[src/logic/odmr_pkg.sv]
// Package for the diagnostic monitoring register page: map, defaults, types
package odmr_pkg;

    // Byte addresses within the page
    localparam logic [7:0] ADDR_THR_LAST = 8'h29;
    localparam logic [7:0] ADDR_RSV_FIRST = 8'h2A;
    localparam logic [7:0] ADDR_FILL_FIRST = 8'h38;
    localparam logic [7:0] ADDR_FILL_LAST = 8'h5E;
    localparam logic [7:0] ADDR_CHECKSUM = 8'h5F;
    localparam logic [7:0] ADDR_TEMP = 8'h60;
    localparam logic [7:0] ADDR_SUPPLY = 8'h62;
    localparam logic [7:0] ADDR_DRIVE = 8'h64;
    localparam logic [7:0] ADDR_LAUNCH = 8'h66;
    localparam logic [7:0] ADDR_RXPWR = 8'h68;
    localparam logic [7:0] ADDR_HEADROOM = 8'h6A;
    localparam logic [7:0] ADDR_STATUS_CONTROL = 8'h6E;
    localparam logic [7:0] ADDR_ALARM_FLAGS_A = 8'h70;
    localparam logic [7:0] ADDR_ALARM_FLAGS_B = 8'h71;
    localparam logic [7:0] ADDR_WARNING_FLAGS_A = 8'h74;
    localparam logic [7:0] ADDR_WARNING_FLAGS_B = 8'h75;

    // Threshold table layout: base of each quantity, then offset of each limit
    localparam int THR_TEMP = 0;
    localparam int THR_SUPPLY = 8;
    localparam int THR_DRIVE = 16;
    localparam int THR_LAUNCH = 24;
    localparam int THR_RXPWR = 32;
    localparam int THR_HEAD_ALARM = 40;
    localparam int THR_HEAD_WARN = 41;
    localparam int THR_HI_ALARM = 0;
    localparam int THR_LO_ALARM = 2;
    localparam int THR_HI_WARN = 4;
    localparam int THR_LO_WARN = 6;
    localparam int THR_BYTES = 42;
    localparam int FILL_BYTES = 39;

    // Factory limits, bytes 0 to 41, most significant byte first
    localparam logic [7:0] THR_DEFAULT [0:41] = '{
        8'h73, 8'h00, 8'hD8, 8'h00, 8'h69, 8'h00, 8'hE7, 8'h00,
        8'h98, 8'h58, 8'h69, 8'h78, 8'h8D, 8'hCC, 8'h74, 8'h04,
        8'h75, 8'h30, 8'h03, 8'hE8, 8'h75, 8'h30, 8'h03, 8'hE8,
        8'h1B, 8'h58, 8'h01, 8'hF4, 8'h17, 8'h70, 8'h03, 8'hE8,
        8'hFF, 8'hDC, 8'h00, 8'h00, 8'hFF, 8'hDC, 8'h00, 8'h00,
        8'h08, 8'h12};

    // Status/control bit positions
    localparam int SC_PIN_DISABLE = 7;
    localparam int SC_SOFT_DISABLE = 6;
    localparam int SC_FIXED_ONE = 4;
    localparam int SC_SPARE = 3;
    localparam int SC_SIGNAL_PRESENT = 1;
    localparam int SC_NOT_READY = 0;

    // Response limits of the page (pins to status, soft bits to effect, readiness)
    localparam int CLK_HZ = 125000000;
    localparam int SOFT_RESP_MS = 100;
    localparam int READY_MS = 1000;
    localparam longint SOFT_RESP_CYCLES = longint'(CLK_HZ) / 1000 * SOFT_RESP_MS;
    localparam longint READY_CYCLES = longint'(CLK_HZ) / 1000 * READY_MS;

    // One set of live measurements
    typedef struct packed {
        logic signed [15:0] temp;
        logic [15:0] supply;
        logic [15:0] drive;
        logic [15:0] launch;
        logic [15:0] rxpwr;
        logic signed [7:0] headroom;
    } odmr_meas_t;

    // The four flag bytes
    typedef struct packed {
        logic [7:0] alarm_a;
        logic [7:0] alarm_b;
        logic [7:0] warn_a;
        logic [7:0] warn_b;
    } odmr_flags_t;

    // Whole module state
    typedef struct packed {
        logic [2:0] dis_sync;
        logic dis_level;
        logic [2:0] sd_sync;
        logic sd_level;
        logic soft_dis;
        logic spare;
        logic not_ready;
        odmr_meas_t meas;
        odmr_flags_t flags;
        logic tx_off;
        logic ack;
        logic [7:0] rdata;
    } odmr_state_t;

    // 16-bit limit from the table
    function automatic logic [15:0] thr16(input int idx);
        return {THR_DEFAULT[idx], THR_DEFAULT[idx + 1]};
    endfunction

    // Low byte of the sum of bytes 0..94 as shipped
    function automatic logic [7:0] page_checksum(input logic [7:0] fill);
        logic [7:0] sum;
        sum = 8'h00;
        for (int i = 0; i < THR_BYTES; i++) begin
            sum = sum + THR_DEFAULT[i];
        end
        for (int i = 0; i < FILL_BYTES; i++) begin
            sum = sum + fill;
        end
        return sum;
    endfunction

endpackage

[src/logic/odmr_regs.sv]
// Diagnostic monitoring register page with live values, flags and soft control
//
// Contract
// - Temperature is 16-bit signed, 1/256 degree per count.
// - Supply voltage is 16-bit unsigned, 100 microvolts per count.
// - Drive current is 16-bit unsigned, 2 microamperes per count.
// - Launch power is 16-bit unsigned, 0.1 microwatt per count, informational.
// - Receive power is 16-bit unsigned, 0.1 microwatt per count.
// - Modulation headroom is 8-bit signed, 0.2 dB per count.
// - Reserved bytes read 00; writes acknowledged and dropped.
// - Byte 95 holds checksum of bytes 0 to 94.
// - Bytes 56 to 94 hold default contents, unused.
// - Status bit 7 shows live transmit-disable pin level.
// - Status bit 6 is software disable, ORed with pin to switch transmitter off.
// - Status bit 5 and receive flag bits 4..0 read 0, not stored.
// - Status bit 4 always reads 1, writes dropped.
// - Status bit 3 stores and returns writes, no other effect.
// - Status bit 2 always reads 0, writes dropped.
// - Status bit 1 mirrors signal-detect pin, 1 while the pin is high.
// - Status bit 0 reads 0 once measurements valid, within 1000 ms.
// - Soft bits act and pins reflect within 100 ms.
// - Byte 112 bits 7..0: temp, supply, drive, launch high/low alarms.
// - Byte 113 bits 7,6,5: receive high, receive low, headroom low alarms.
// - Byte 116 bits 7..4: temp and supply high/low warnings.
// - Byte 117 bits 7,6,5: receive high, receive low, headroom low warnings.
// - Live values from byte 96, MSB first, headroom at byte 106.
// - Limits in bytes 0..39 as MSB-first pairs; headroom limits 40, 41.
`timescale 1ns/1ps
`default_nettype none

module odmr_regs
    import odmr_pkg::*;
#(
    parameter logic [7:0] UNUSED_FILL = 8'h00
) (
    input wire logic ref_clk_i,
    input wire logic resetn_i,
    input wire logic req_i,
    input wire logic we_i,
    input wire logic [7:0] addr_i,
    input wire logic [7:0] wdata_i,
    output logic ack_o,
    output logic [7:0] rdata_o,
    input wire logic tx_disable_pin_i,
    input wire logic signal_detect_pin_i,
    input wire logic meas_valid_i,
    input wire odmr_meas_t meas_i,
    output logic tx_off_o
);

    localparam logic [7:0] CHECKSUM = page_checksum(UNUSED_FILL);

    odmr_state_t st_r;
    odmr_state_t st_nxt;

    // Compare one measurement set against every limit except the drive and launch warning limits
    function automatic odmr_flags_t calc_flags(input odmr_meas_t m);
        odmr_flags_t f;
        f = '0;
        f.alarm_a[7] = m.temp > $signed(thr16(THR_TEMP + THR_HI_ALARM));
        f.alarm_a[6] = m.temp < $signed(thr16(THR_TEMP + THR_LO_ALARM));
        f.alarm_a[5] = m.supply > thr16(THR_SUPPLY + THR_HI_ALARM);
        f.alarm_a[4] = m.supply < thr16(THR_SUPPLY + THR_LO_ALARM);
        f.alarm_a[3] = m.drive > thr16(THR_DRIVE + THR_HI_ALARM);
        f.alarm_a[2] = m.drive < thr16(THR_DRIVE + THR_LO_ALARM);
        f.alarm_a[1] = m.launch > thr16(THR_LAUNCH + THR_HI_ALARM);
        f.alarm_a[0] = m.launch < thr16(THR_LAUNCH + THR_LO_ALARM);
        f.alarm_b[7] = m.rxpwr > thr16(THR_RXPWR + THR_HI_ALARM);
        f.alarm_b[6] = m.rxpwr < thr16(THR_RXPWR + THR_LO_ALARM);
        f.alarm_b[5] = m.headroom < $signed(THR_DEFAULT[THR_HEAD_ALARM]);
        f.warn_a[7] = m.temp > $signed(thr16(THR_TEMP + THR_HI_WARN));
        f.warn_a[6] = m.temp < $signed(thr16(THR_TEMP + THR_LO_WARN));
        f.warn_a[5] = m.supply > thr16(THR_SUPPLY + THR_HI_WARN);
        f.warn_a[4] = m.supply < thr16(THR_SUPPLY + THR_LO_WARN);
        f.warn_b[7] = m.rxpwr > thr16(THR_RXPWR + THR_HI_WARN);
        f.warn_b[6] = m.rxpwr < thr16(THR_RXPWR + THR_LO_WARN);
        f.warn_b[5] = m.headroom < $signed(THR_DEFAULT[THR_HEAD_WARN]);
        return f;
    endfunction

    // Read decode of the page; anything not listed reads zero
    function automatic logic [7:0] read_byte(input odmr_state_t s, input logic [7:0] a);
        logic [7:0] d;
        d = 8'h00;
        if (a <= ADDR_THR_LAST) begin
            d = THR_DEFAULT[a[5:0]];
        end else if (a >= ADDR_FILL_FIRST && a <= ADDR_FILL_LAST) begin
            d = UNUSED_FILL;
        end else begin
            case (a)
                ADDR_CHECKSUM: d = CHECKSUM;
                ADDR_TEMP: d = s.meas.temp[15:8];
                ADDR_TEMP + 8'h01: d = s.meas.temp[7:0];
                ADDR_SUPPLY: d = s.meas.supply[15:8];
                ADDR_SUPPLY + 8'h01: d = s.meas.supply[7:0];
                ADDR_DRIVE: d = s.meas.drive[15:8];
                ADDR_DRIVE + 8'h01: d = s.meas.drive[7:0];
                ADDR_LAUNCH: d = s.meas.launch[15:8];
                ADDR_LAUNCH + 8'h01: d = s.meas.launch[7:0];
                ADDR_RXPWR: d = s.meas.rxpwr[15:8];
                ADDR_RXPWR + 8'h01: d = s.meas.rxpwr[7:0];
                ADDR_HEADROOM: d = s.meas.headroom;
                ADDR_STATUS_CONTROL: begin
                    d[SC_PIN_DISABLE] = s.dis_level;
                    d[SC_SOFT_DISABLE] = s.soft_dis;
                    d[SC_FIXED_ONE] = 1'b1;
                    d[SC_SPARE] = s.spare;
                    d[SC_SIGNAL_PRESENT] = s.sd_level;
                    d[SC_NOT_READY] = s.not_ready;
                end
                ADDR_ALARM_FLAGS_A: d = s.flags.alarm_a;
                ADDR_ALARM_FLAGS_B: d = s.flags.alarm_b;
                ADDR_WARNING_FLAGS_A: d = s.flags.warn_a;
                ADDR_WARNING_FLAGS_B: d = s.flags.warn_b;
                default: d = 8'h00;
            endcase
        end
        return d;
    endfunction

    // Next state: pin filters, soft bits, measurement capture and bus answer
    always_comb begin
        st_nxt = st_r;
        // Three stages per pin; the level moves only when stages two and three agree
        st_nxt.dis_sync = {st_r.dis_sync[1:0], tx_disable_pin_i};
        st_nxt.sd_sync = {st_r.sd_sync[1:0], signal_detect_pin_i};
        if (st_r.dis_sync[1] == st_r.dis_sync[2]) begin
            st_nxt.dis_level = st_r.dis_sync[2];
        end
        if (st_r.sd_sync[1] == st_r.sd_sync[2]) begin
            st_nxt.sd_level = st_r.sd_sync[2];
        end
        // Only bits 6 and 3 of the status byte hold writes; all else is dropped
        if (req_i && we_i && addr_i == ADDR_STATUS_CONTROL) begin
            st_nxt.soft_dis = wdata_i[SC_SOFT_DISABLE];
            st_nxt.spare = wdata_i[SC_SPARE];
        end
        // A fresh set replaces the live values and all flags at once
        if (meas_valid_i) begin
            st_nxt.meas = meas_i;
            st_nxt.flags = calc_flags(meas_i);
            st_nxt.not_ready = 1'b0;
        end
        // Transmitter off from either source, visible one cycle after a soft write, four cycles after a pin change
        st_nxt.tx_off = st_nxt.dis_level | st_nxt.soft_dis;
        // Every request is answered the next cycle, writes included
        st_nxt.ack = req_i;
        st_nxt.rdata = (req_i && !we_i) ? read_byte(st_r, addr_i) : 8'h00;
    end

    // State register; data is not ready until the first measurement arrives
    always_ff @(posedge ref_clk_i) begin
        if (!resetn_i) begin
            st_r <= '0;
            st_r.not_ready <= 1'b1;
        end else begin
            st_r <= st_nxt;
        end
    end

    assign ack_o = st_r.ack;
    assign rdata_o = st_r.rdata;
    assign tx_off_o = st_r.tx_off;
endmodule

`default_nettype wire

[config.mk]
export PLATFORM = sky130hd
export DESIGN_NAME = odmr_regs
export DESIGN_NICKNAME = d
export VERILOG_FILES = /design/src/logic/odmr_pkg.sv /design/src/logic/odmr_regs.sv
export SDC_FILE = /design/constraint.sdc
export NUM_CORES = 1
export LEC_CHECK = 0
export ABC_CLOCK_PERIOD_IN_PS = 4350
export BUFFER_PORTS_ARGS = -buffer_cell sky130_fd_sc_hd__buf_2
export CORE_ASPECT_RATIO = 1.75
export CORE_MARGIN = 10
export CORE_UTILIZATION = 34
export CTS_BUF_LIST = sky130_fd_sc_hd__clkbuf_8
export DETAILED_ROUTE_END_ITERATION = 10
export PLACE_DENSITY_LB_ADDON = 0.05
export SLEW_MARGIN = 20
export SYNTH_ARGS = -nofsm -noshare
export SYNTH_HDL_FRONTEND = slang
export SYNTH_SLANG_ARGS = --single-unit
[constraint.sdc]
create_clock -name ref_clk_i -period 4.35 [get_ports ref_clk_i]
set_clock_uncertainty 0.1 [all_clocks]
set_input_delay 0 -clock ref_clk_i [delete_from_list [all_inputs] [get_ports ref_clk_i]]
set_output_delay 0 -clock ref_clk_i [all_outputs]
set_load 0.005 [all_outputs]
---- Word-level counts from Yosys, hierarchy flattened ----
Memory sizes are Yosys's and may differ from the RTL's.
Cells that the tools add are included.
cells by class
  magnitude comparators ................... 20
  mux-type cells .......................... 11
  eq/ne operators ......................... 19
  bitwise logic cells ..................... 2
  reductions and logical operators ........ 6
operator list
  kind                                                             number
  equality test 8 x 7 -> 1 bit, second input constant              17
  greater-than comparator 16 bit, second input constant            5
  one-hot mux 2 bit (14 select lines)                              2
  less-than comparator 16 x 15 -> 1 bit, second input constant     3
  two-way mux 8 bit                                                4
  one-hot mux 2 bit (16 select lines)                              1
  greater-than comparator 16 x 13 -> 1 bit, second input constant  1
  greater-than comparator 16 x 15 -> 1 bit, second input constant  1
  less-than comparator 16 x 1 -> 1 bit, second input constant      1
  less-than comparator 16 x 10 -> 1 bit, second input constant     1
  less-than comparator 16 x 14 -> 1 bit, second input constant     1
  less-than comparator 16 x 9 -> 1 bit, second input constant      1
  one-hot mux 1 bit (15 select lines)                              1
  one-hot mux 1 bit (13 select lines)                              1
  >= comparator 8 x 6 -> 1 bit, second input constant              1
  less-or-equal comparator 8 x 6 -> 1 bit, second input constant   1
  less-or-equal comparator 8 x 7 -> 1 bit, second input constant   1
  less-than comparator 8 x 5 -> 1 bit, second input constant       1
  less-than comparator 8 x 6 -> 1 bit, second input constant       1
  >= comparator 7 bit, second input constant                       1
  NOT 6 -> 7 bit                                                   1
  logical AND 1 bit                                                4
  equality test 1 bit                                              2
  two-way mux 2 bit                                                1
  other kinds (4)                                                  4
word-level totals
  input bits .............................. 111
  ROM bits ................................ 512
  output and inout bits ................... 10
  register bits ........................... 127
  memories kept ........................... 1
memories
  name              words  width  read ports  clocked after memory_dff  wr ports  RTL line         RTL
  (name not given)  64     8      1           0                         0         odmr_regs.sv:86  d = THR_DEFAULT[a[5:0]];

---- Longest topological paths before layout ----
Gate-level depths: netlist (run 1).
  word-level depth ........................ 5
  mapped depth ............................ 10

---- Least setup slack after synthesis (run 1) ----
No wires, ideal clock.
  kind .................................... input -> register
  start ................................... in addr_i[0]
  end ..................................... reg st_r, in the netlist rdata_o[1]
  arrival ................................. 1.830 ns
  slack ................................... 2.295 ns
  setup time .............................. 0.126 ns
  stages .................................. 10
  data required time ...................... 4.124 ns
  cells stage by stage .................... clkbuf_1 -> inv_1 -> ha_1 -> and4b_1 -> clkbuf_1 -> and2_1 -> a221oi_2 -> a211oi_1 -> a2111oi_2 -> o22ai_1
on the way
  cells in the longest elaborated chain, start to end .. 5
  elaborated cells on any way between the ends .. 25
  those cells by class .................... order compare: 3; eq/ne: 14; mux: 5; bitwise: 1; reduce/logical: 1; memory: 1
RTL lines
  item                                                  RTL line          RTL
  start, declared                                       odmr_regs.sv:40   input wire logic [7:0] addr_i,
  NOT 6 -> 7 bit (not written as such)                  odmr_regs.sv:86
  memory read (64 x 8 bit)                              --
  two-way mux 8 bit (not written as such) (2 in a row)  odmr_regs.sv:86
  two-way mux 8 bit *                                   odmr_regs.sv:85   if (a <= ADDR_THR_LAST) begin
  end signal, assigned                                  odmr_regs.sv:157  st_r <= st_nxt;
  end, declared                                         odmr_regs.sv:53   odmr_state_t st_r;
Every way passes the cells marked *; elsewhere a longest branch is shown, timed or not. The select of a mux whose other input is x is not followed.
A chain may end at the register's enable or synchronous reset.

---- Worst setup path after layout (run 1) ----
  start ................................... in meas_i[41] (netlist bit)
  end ..................................... reg st_r[37] (netlist bit)
on the way
  cells in the longest elaborated chain, start to end .. 1
RTL lines
  item                                      RTL line         RTL
  start, declared                           odmr_regs.sv:47  input wire odmr_meas_t meas_i,
  greater-than comparator 16 x 15 -> 1 bit  odmr_regs.sv:64  f.alarm_a[3] = m.drive > thr16(THR_DRIVE + THR_HI_ALARM);
Every way passes these cells.

==> results of run 1 <==
-- area by class of cell --
cell class,instances,share of cell area (%)
clock inverters,13,2.07
flip-flops and latches,124,29.3
multi-input cells,546,42.1
repair buffers,223,19.6
well taps,238,3.51
clock buffers,18,2.92
inverters,10,0.443
-- per-layer routing --
| metal | global-route usage (%) | vias to the layer above | wire length, µm |
|---|---|---|---|
| li1 | - | 3072 | - |
| met1 | 23.5 | 3094 | 10300 |
| met2 | 35.9 | 213 | 13200 |
| met5 | 0 | - | 0 |
| met3 | 4.01 | 45 | 1220 |
| met4 | 10.0 | 0 | 1050 |
-- state kept, by name, indices dropped and copies added, names as in the netlist --
| name | flops |
|---|---|
| ack_o | 1 |
| rdata_o | 8 |
| tx_off_o | 1 |
| st_nxt | 4 |
| st_r | 110 |
-- metrics by stage --
stage          utilization [%]  power [mW]
2_1_floorplan                -        1.47
3_3_place_gp              37.9        1.63
3_5_place_dp              37.9        1.63
4_1_cts                   45.8        2.82
5_1_grt                   45.8        2.91
6_report                  45.8        2.80
-- synthesized netlist by cell type, types with 3 or more instances --
master	instances	area, µm²
a211oi_1	5	37.5
a21o_1	5	37.5
a21oi_1	43	215
a221oi_1	6	52.6
a22o_1	6	52.6
a22oi_1	14	105
a311o_1	4	40.0
a31oi_1	12	75.1
a32oi_1	4	35.0
and2_1	9	56.3
and3_1	5	31.3
buf_1	9	33.8
buf_2	17	85.1
buf_4	8	60.1
clkbuf_1	28	105
dfxtp_1	124	2480
ha_1	5	62.6
inv_1	9	33.8
mux2_2	6	67.6
mux2i_1	96	961
nand2_1	34	128
nand2b_1	19	119
nand3_1	23	115
nand3b_1	4	30.0
nand4_1	7	43.8
nor2_1	111	417
nor2b_1	10	62.6
nor3_1	13	65.1
nor4_1	6	37.5
o211ai_1	8	60.1
o21ai_0	37	185
o22ai_1	6	37.5
o311ai_0	3	26.3
o31ai_1	4	30.0
-- where the power goes --
group / internal, mW / switching [mW] / total, mW
Sequential: 1.19 / 0.0479 / 1.24
Combinational: 0.205 / 0.236 / 0.441
Clock: 0.633 / 0.483 / 1.12
Total: 2.03 / 0.767 / 2.80
-- kinds of logic (layout without fill, tap and decap cells) --
kind of cell / Yosys count / count (layout) / share of synthesized area [%]
simple gates: 251 / 251 / 18.8
fa+ha+maj: 5 / 5 / 0.980
compound gates: 188 / 188 / 20.0
flops: 124 / 124 / 38.9
buf+inv: 73 / 264 / 5.21
mux: 102 / 102 / 16.1
-- how the worst min path moves through the flow --
| stage | startpoint | endpoint | slack [ns] | depth (start not counted) |
|---|---|---|---|---|
| after floorplan | meas_i[87] | st_r[25]$_SDFFE_PN0P_ | 0.001 | 1 |
| after global placement | signal_detect_pin_i | st_nxt[135]$_SDFF_PN0_ | 0.11 | 2 |
| after detailed placement | signal_detect_pin_i | st_nxt[135]$_SDFF_PN0_ | 0.11 | 2 |
| after CTS | addr_i[1] | rdata_o[0]$_SDFF_PN0_ | 0.02 | 5 |
| after global routing | addr_i[7] | rdata_o[7]$_SDFF_PN0_ | 0.07 | 4 |
| final | addr_i[1] | rdata_o[0]$_SDFF_PN0_ | 0.05 | 5 |
-- critical path, delay by kind of cell --
kind	cells	cell delay [ns]
AOI/OAI and AO/OA	4	0.89
buffers and inverters	3	1.29
and+or+nand+nor	2	0.61
==> metrics.txt, run 1 <==
gr usage total=20.8%; Static Leak=3.56 nW; Tightest Pin Transition=1.03 ns; Core Area=0.0185 mm²; Site Rows=66; worst-path fanout max=2; Post-Syn Nets=859; cell count after synthesis=743; ys async rst share=0%; Max clock buf depth=2; Clock Pin Slew Worst Setup and Hold Paths=0.08 ns; Root Driver=clkbuf_8; outcome=finished clean; Critical Path Max Stage Delay=approximately 0.60 ns; post-CTS setup-driven buffer insertion count=0; post-DP HPWL=19.0 mm; CP endpoint kind=flip-flop; share of cells above drive strength 1=between 10% and 20%; die area=0.0249 mm²; Sink Count=124; Hold WS=0.0530 ns; Place WS=1.47 ns; most frequent cells in the layout=124 x dfxtp_1, 113 x buf_2, 111 x nor2_1, 103 x dlygate4sd3_1, 96 x mux2i_1; Final Hold Fails=0; fill count=1860; maximum clock rate=0.391 GHz; critical setup path kind=in2reg; Reg2Reg Depth=5; worst setup path endpoint=st_r[37]$_SDFFE_PN0P_; Startpoint Class=input port; H-tree depth=4; Skew-Pair Late Insertion Delay=0.44 ns; drt pass-1 iters=5; Unique masters post-synth=67; final setup margin=1.79 ns; DRC errors left=0; worst min path class=in2reg; Cell Chain, Critical Path=dlygate4sd3_1, buf_2, or4_1, a311o_1, a21oi_1, nor2b_1, o2111ai_1, a31oi_1, dlygate4sd3_1; Die Y=201 µm; CP dominant cell by count=dlygate4sd3_1; hold_buf cts=about 100; chip width=124 µm; Slew Viols, Final=0; vias after detailed routing=between 6000 and 7000; commonest non-fill, non-tap cell in the layout=dfxtp_1; IO buf count=114; initial antenna violation count=0; Non-Filler Instances=approximately 1200; aggregate routed wire length=25.7 mm; setup TNS=0 ns; placed insts=between 1000 and 1500; grt total ovfl=0; worst r2r dst=rdata_o[0]$_SDFF_PN0_; PwrDens=330 mW/mm²; # setup viols final=0; worst path required time=4.58 ns; PostCTS Resize Cnt=0; vias in the first global route=about 6800; Main synth FF type=dfxtp_1; Seq cells post-synth=124; CTS buffer count=17; vias per cell=5.48; register area=around 0.0025 mm²; Peak VDD IR=roughly 180 µV; reg2reg start=st_r[74]$_SDFFE_PN0P_; Post-DRT Antenna Nets=0; fin crit period=2.56 ns; largest net degree at the start of global routing=70; post-synthesis sequential area ratio=38.9%; I/O Pins=121; Syn-to-layout area delta=32.7%; syn_area_per_cell=8.60 µm²; WL per Instance=22.0 µm; crit path from=meas_i[41]; Final #Nets=1038; GPL Wtd Cong=approximately 0.92; # diodes=0; DR iter-0 viols=419; area occupied by multi-input gates=0.00357 mm²; final instance area=0.00847 mm²; Mapped Area=0.00639 mm²; Max-Cap Viols=0; Final period util=58.8%; Post-DP Area=0.00702 mm²; Initial Utilization=34.5%; number of synthesized flops with an enable pin=0; Worst R2R Setup Slack=2.48 ns; CP arrival=2.79 ns; RSZ-0062 raised after global routing=false; CTS tree=built; max_slew headroom=a little under a third; yosys warns=0; Worst path slowest cell=dlygate4sd3_1; global-route wire length before repair=39.7 mm
(Power assumes the default switching activity.)
==> inputs of run 2 (changes only) <==
ABC_CLOCK_PERIOD_IN_PS = 2300   (was 4350)
clock period = 2.3 ns   (was 4.35 ns; I/O delays follow)
==> run 2 against run 1 <==
  * Highest routed layer unchanged
  * Total power up 91%
  * Die area unchanged
  * First-iteration DRC count shrank 1.9%
  * Worst hold slack worse by 0.015 ns
  * Combinational power grew 100%
  * Critical path type unchanged
  * Critical endpoint is now rdata_o[0]$_SDFF_PN0_
  * Sequential power is 90% higher
  * Via count up 3.4%
  * Flip-flop and latch count unchanged
  * Setup slack worse by 1.7 ns
  * Clock-buffer cell count grew 1
  * Register-to-register slack got worse by 1.9 ns
==> metrics.txt, run 2 (same netlist as run 1, synthesis figures left out) <==
Sink Count=124; I/O Pins=121; worst hold start=addr_i[1]; Clock Pin Slew Worst Setup and Hold Paths=0.08 ns; largest net degree at the start of global routing=57; Slew Viols, Final=0; Startpoint Class=input port; worst-path fanout max=8; drt pass-1 iters=6; GPL Wtd Cong=between 0.9 and 1; post-CTS setup-driven buffer insertion count=0; max_slew headroom=61.2%; die area=0.0249 mm²; fin crit period=~2.2 ns; aggregate routed wire length=26.3 mm; reg2reg start=st_r[87]$_SDFFE_PN0P_; initial antenna violation count=0; Reg2Reg Depth=5; vias per cell=5.41; # setup viols final=0; Hold WS=~0.038 ns; IO buf count=114; Skew-Pair Late Insertion Delay=0.47 ns; PwrDens=598 mW/mm²; Max clock buf depth=2; final instance area=0.00893 mm²; Initial Utilization=34.5%; commonest non-fill, non-tap cell in the layout=dfxtp_1; RSZ-0062 raised after global routing=false; Static Leak=3.81 nW; H-tree depth=4; CP arrival=2.52 ns; DR iter-0 viols=411; post-DP HPWL=20.3 mm; hold path cells=5; Design Power=5.34 mW; Root Driver=clkbuf_8; Site Rows=66; Final Hold Fails=0; DRC errors left=0; Post-DRT Antenna Nets=0; Core Area=0.0185 mm²; WL per Instance=around 21 µm; vias in the first global route=6824; Tightest Pin Transition=~0.57 ns; CTS tree=built; gr usage total=21.3%; Peak VDD IR=527 µV; vias after detailed routing=between 6000 and 7000; Top reg by flops=st_r; CP endpoint kind=flip-flop; critical setup path kind=in2reg; chip width=124 µm; share of cells above drive strength 1=around 22%; most frequent cells in the layout=124 x dfxtp_1, 113 x buf_2, 111 x nor2_1, 111 x dlygate4sd3_1, 96 x mux2i_1; grt total ovfl=0; CTS buffer count=17; Max-Cap Viols=0; Final period util=96.3%; Post-DP Area=0.00740 mm²; global-route wire length before repair=a little over 40 mm; crit path from=addr_i[7]; Worst R2R Setup Slack=0.54 ns; worst min path class=in2reg; # diodes=0; Final #Nets=1093; max reg flops=110; maximum clock rate=roughly 0.45 GHz; worst path required time=around 2.6 ns; Syn-to-layout area delta=39.9%; outcome=finished clean; Die Y=approximately 200 µm
-- run 2: final cells by class --
type / instances / area, µm²
flip-flops and latches: 124 / 2480
inverters: 10 / 37.5
repair buffers: 278 / 2120
well taps: 238 / 298
clock buffers: 19 / 262
multi-input cells: 546 / 3570
clock inverters: 13 / 163
fillers: 1812 / 9570
-- run 2: worst max-delay path, cell delays in order --
cell	delay, ns
dlygate4sd3_1	0.54
buf_2	0.18
and2b_1	0.22
nor4b_2	0.18
buf_4	0.18
nand3_1	0.08
a21oi_1	0.30
nand3_1	0.13
dlygate4sd3_1	0.57
o22ai_1	0.11
-- run 2: report_power, final --
group	switching, mW	internal [mW]
clock network	0.958	1.13
logic	0.455	0.442
registers	0.0968	2.26
total	1.51	3.83
-- run 2: routing by layer --
metal / GRT usage, % / part of all wire [%] / wire length [µm] / up-vias
met5: 0 / 0 / 0 / -
met4: 8.90 / 3.3 / 873 / 0
met3: 4.04 / 4.8 / 1270 / 48
met2: 38.2 / 53 / 14100 / 229
met1: 23.3 / 38 / 10100 / 3185
li1: - / - / - / 3180
-- run 2: stage by stage --
stage / TNS (ns) / instances / worst slack (ns) / utilization [%]
floorplan: 0 / 743 / 0.245 / -
global placement: -0.142 / 1085 / -0.142 / 40.0
detailed placement: -0.0319 / 1085 / -0.0319 / 40.0
CTS: 0 / 1228 / 0.125 / 48.3
global route: 0 / 1228 / 0.0443 / 48.3
finish: 0 / 1228 / 0.0858 / 48.3
-- run 2: final timing paths --
kind / endpoint
setup reg to reg: rdata_o[5]$_SDFF_PN0_
hold / removal: rdata_o[1]$_SDFF_PN0_
hold reg to reg: st_nxt[136]$_SDFF_PN0_
setup / recovery: rdata_o[0]$_SDFF_PN0_
-- run 2: repair_timing --
| action | in CTS | in global routing |
|---|---|---|
| endpoints found under the hold margin | 120 | 0 |
| resized for setup | 0 | 1 |
| hold buffers | 111 | 0 |
| endpoints found under the setup margin | 0 | 1 |
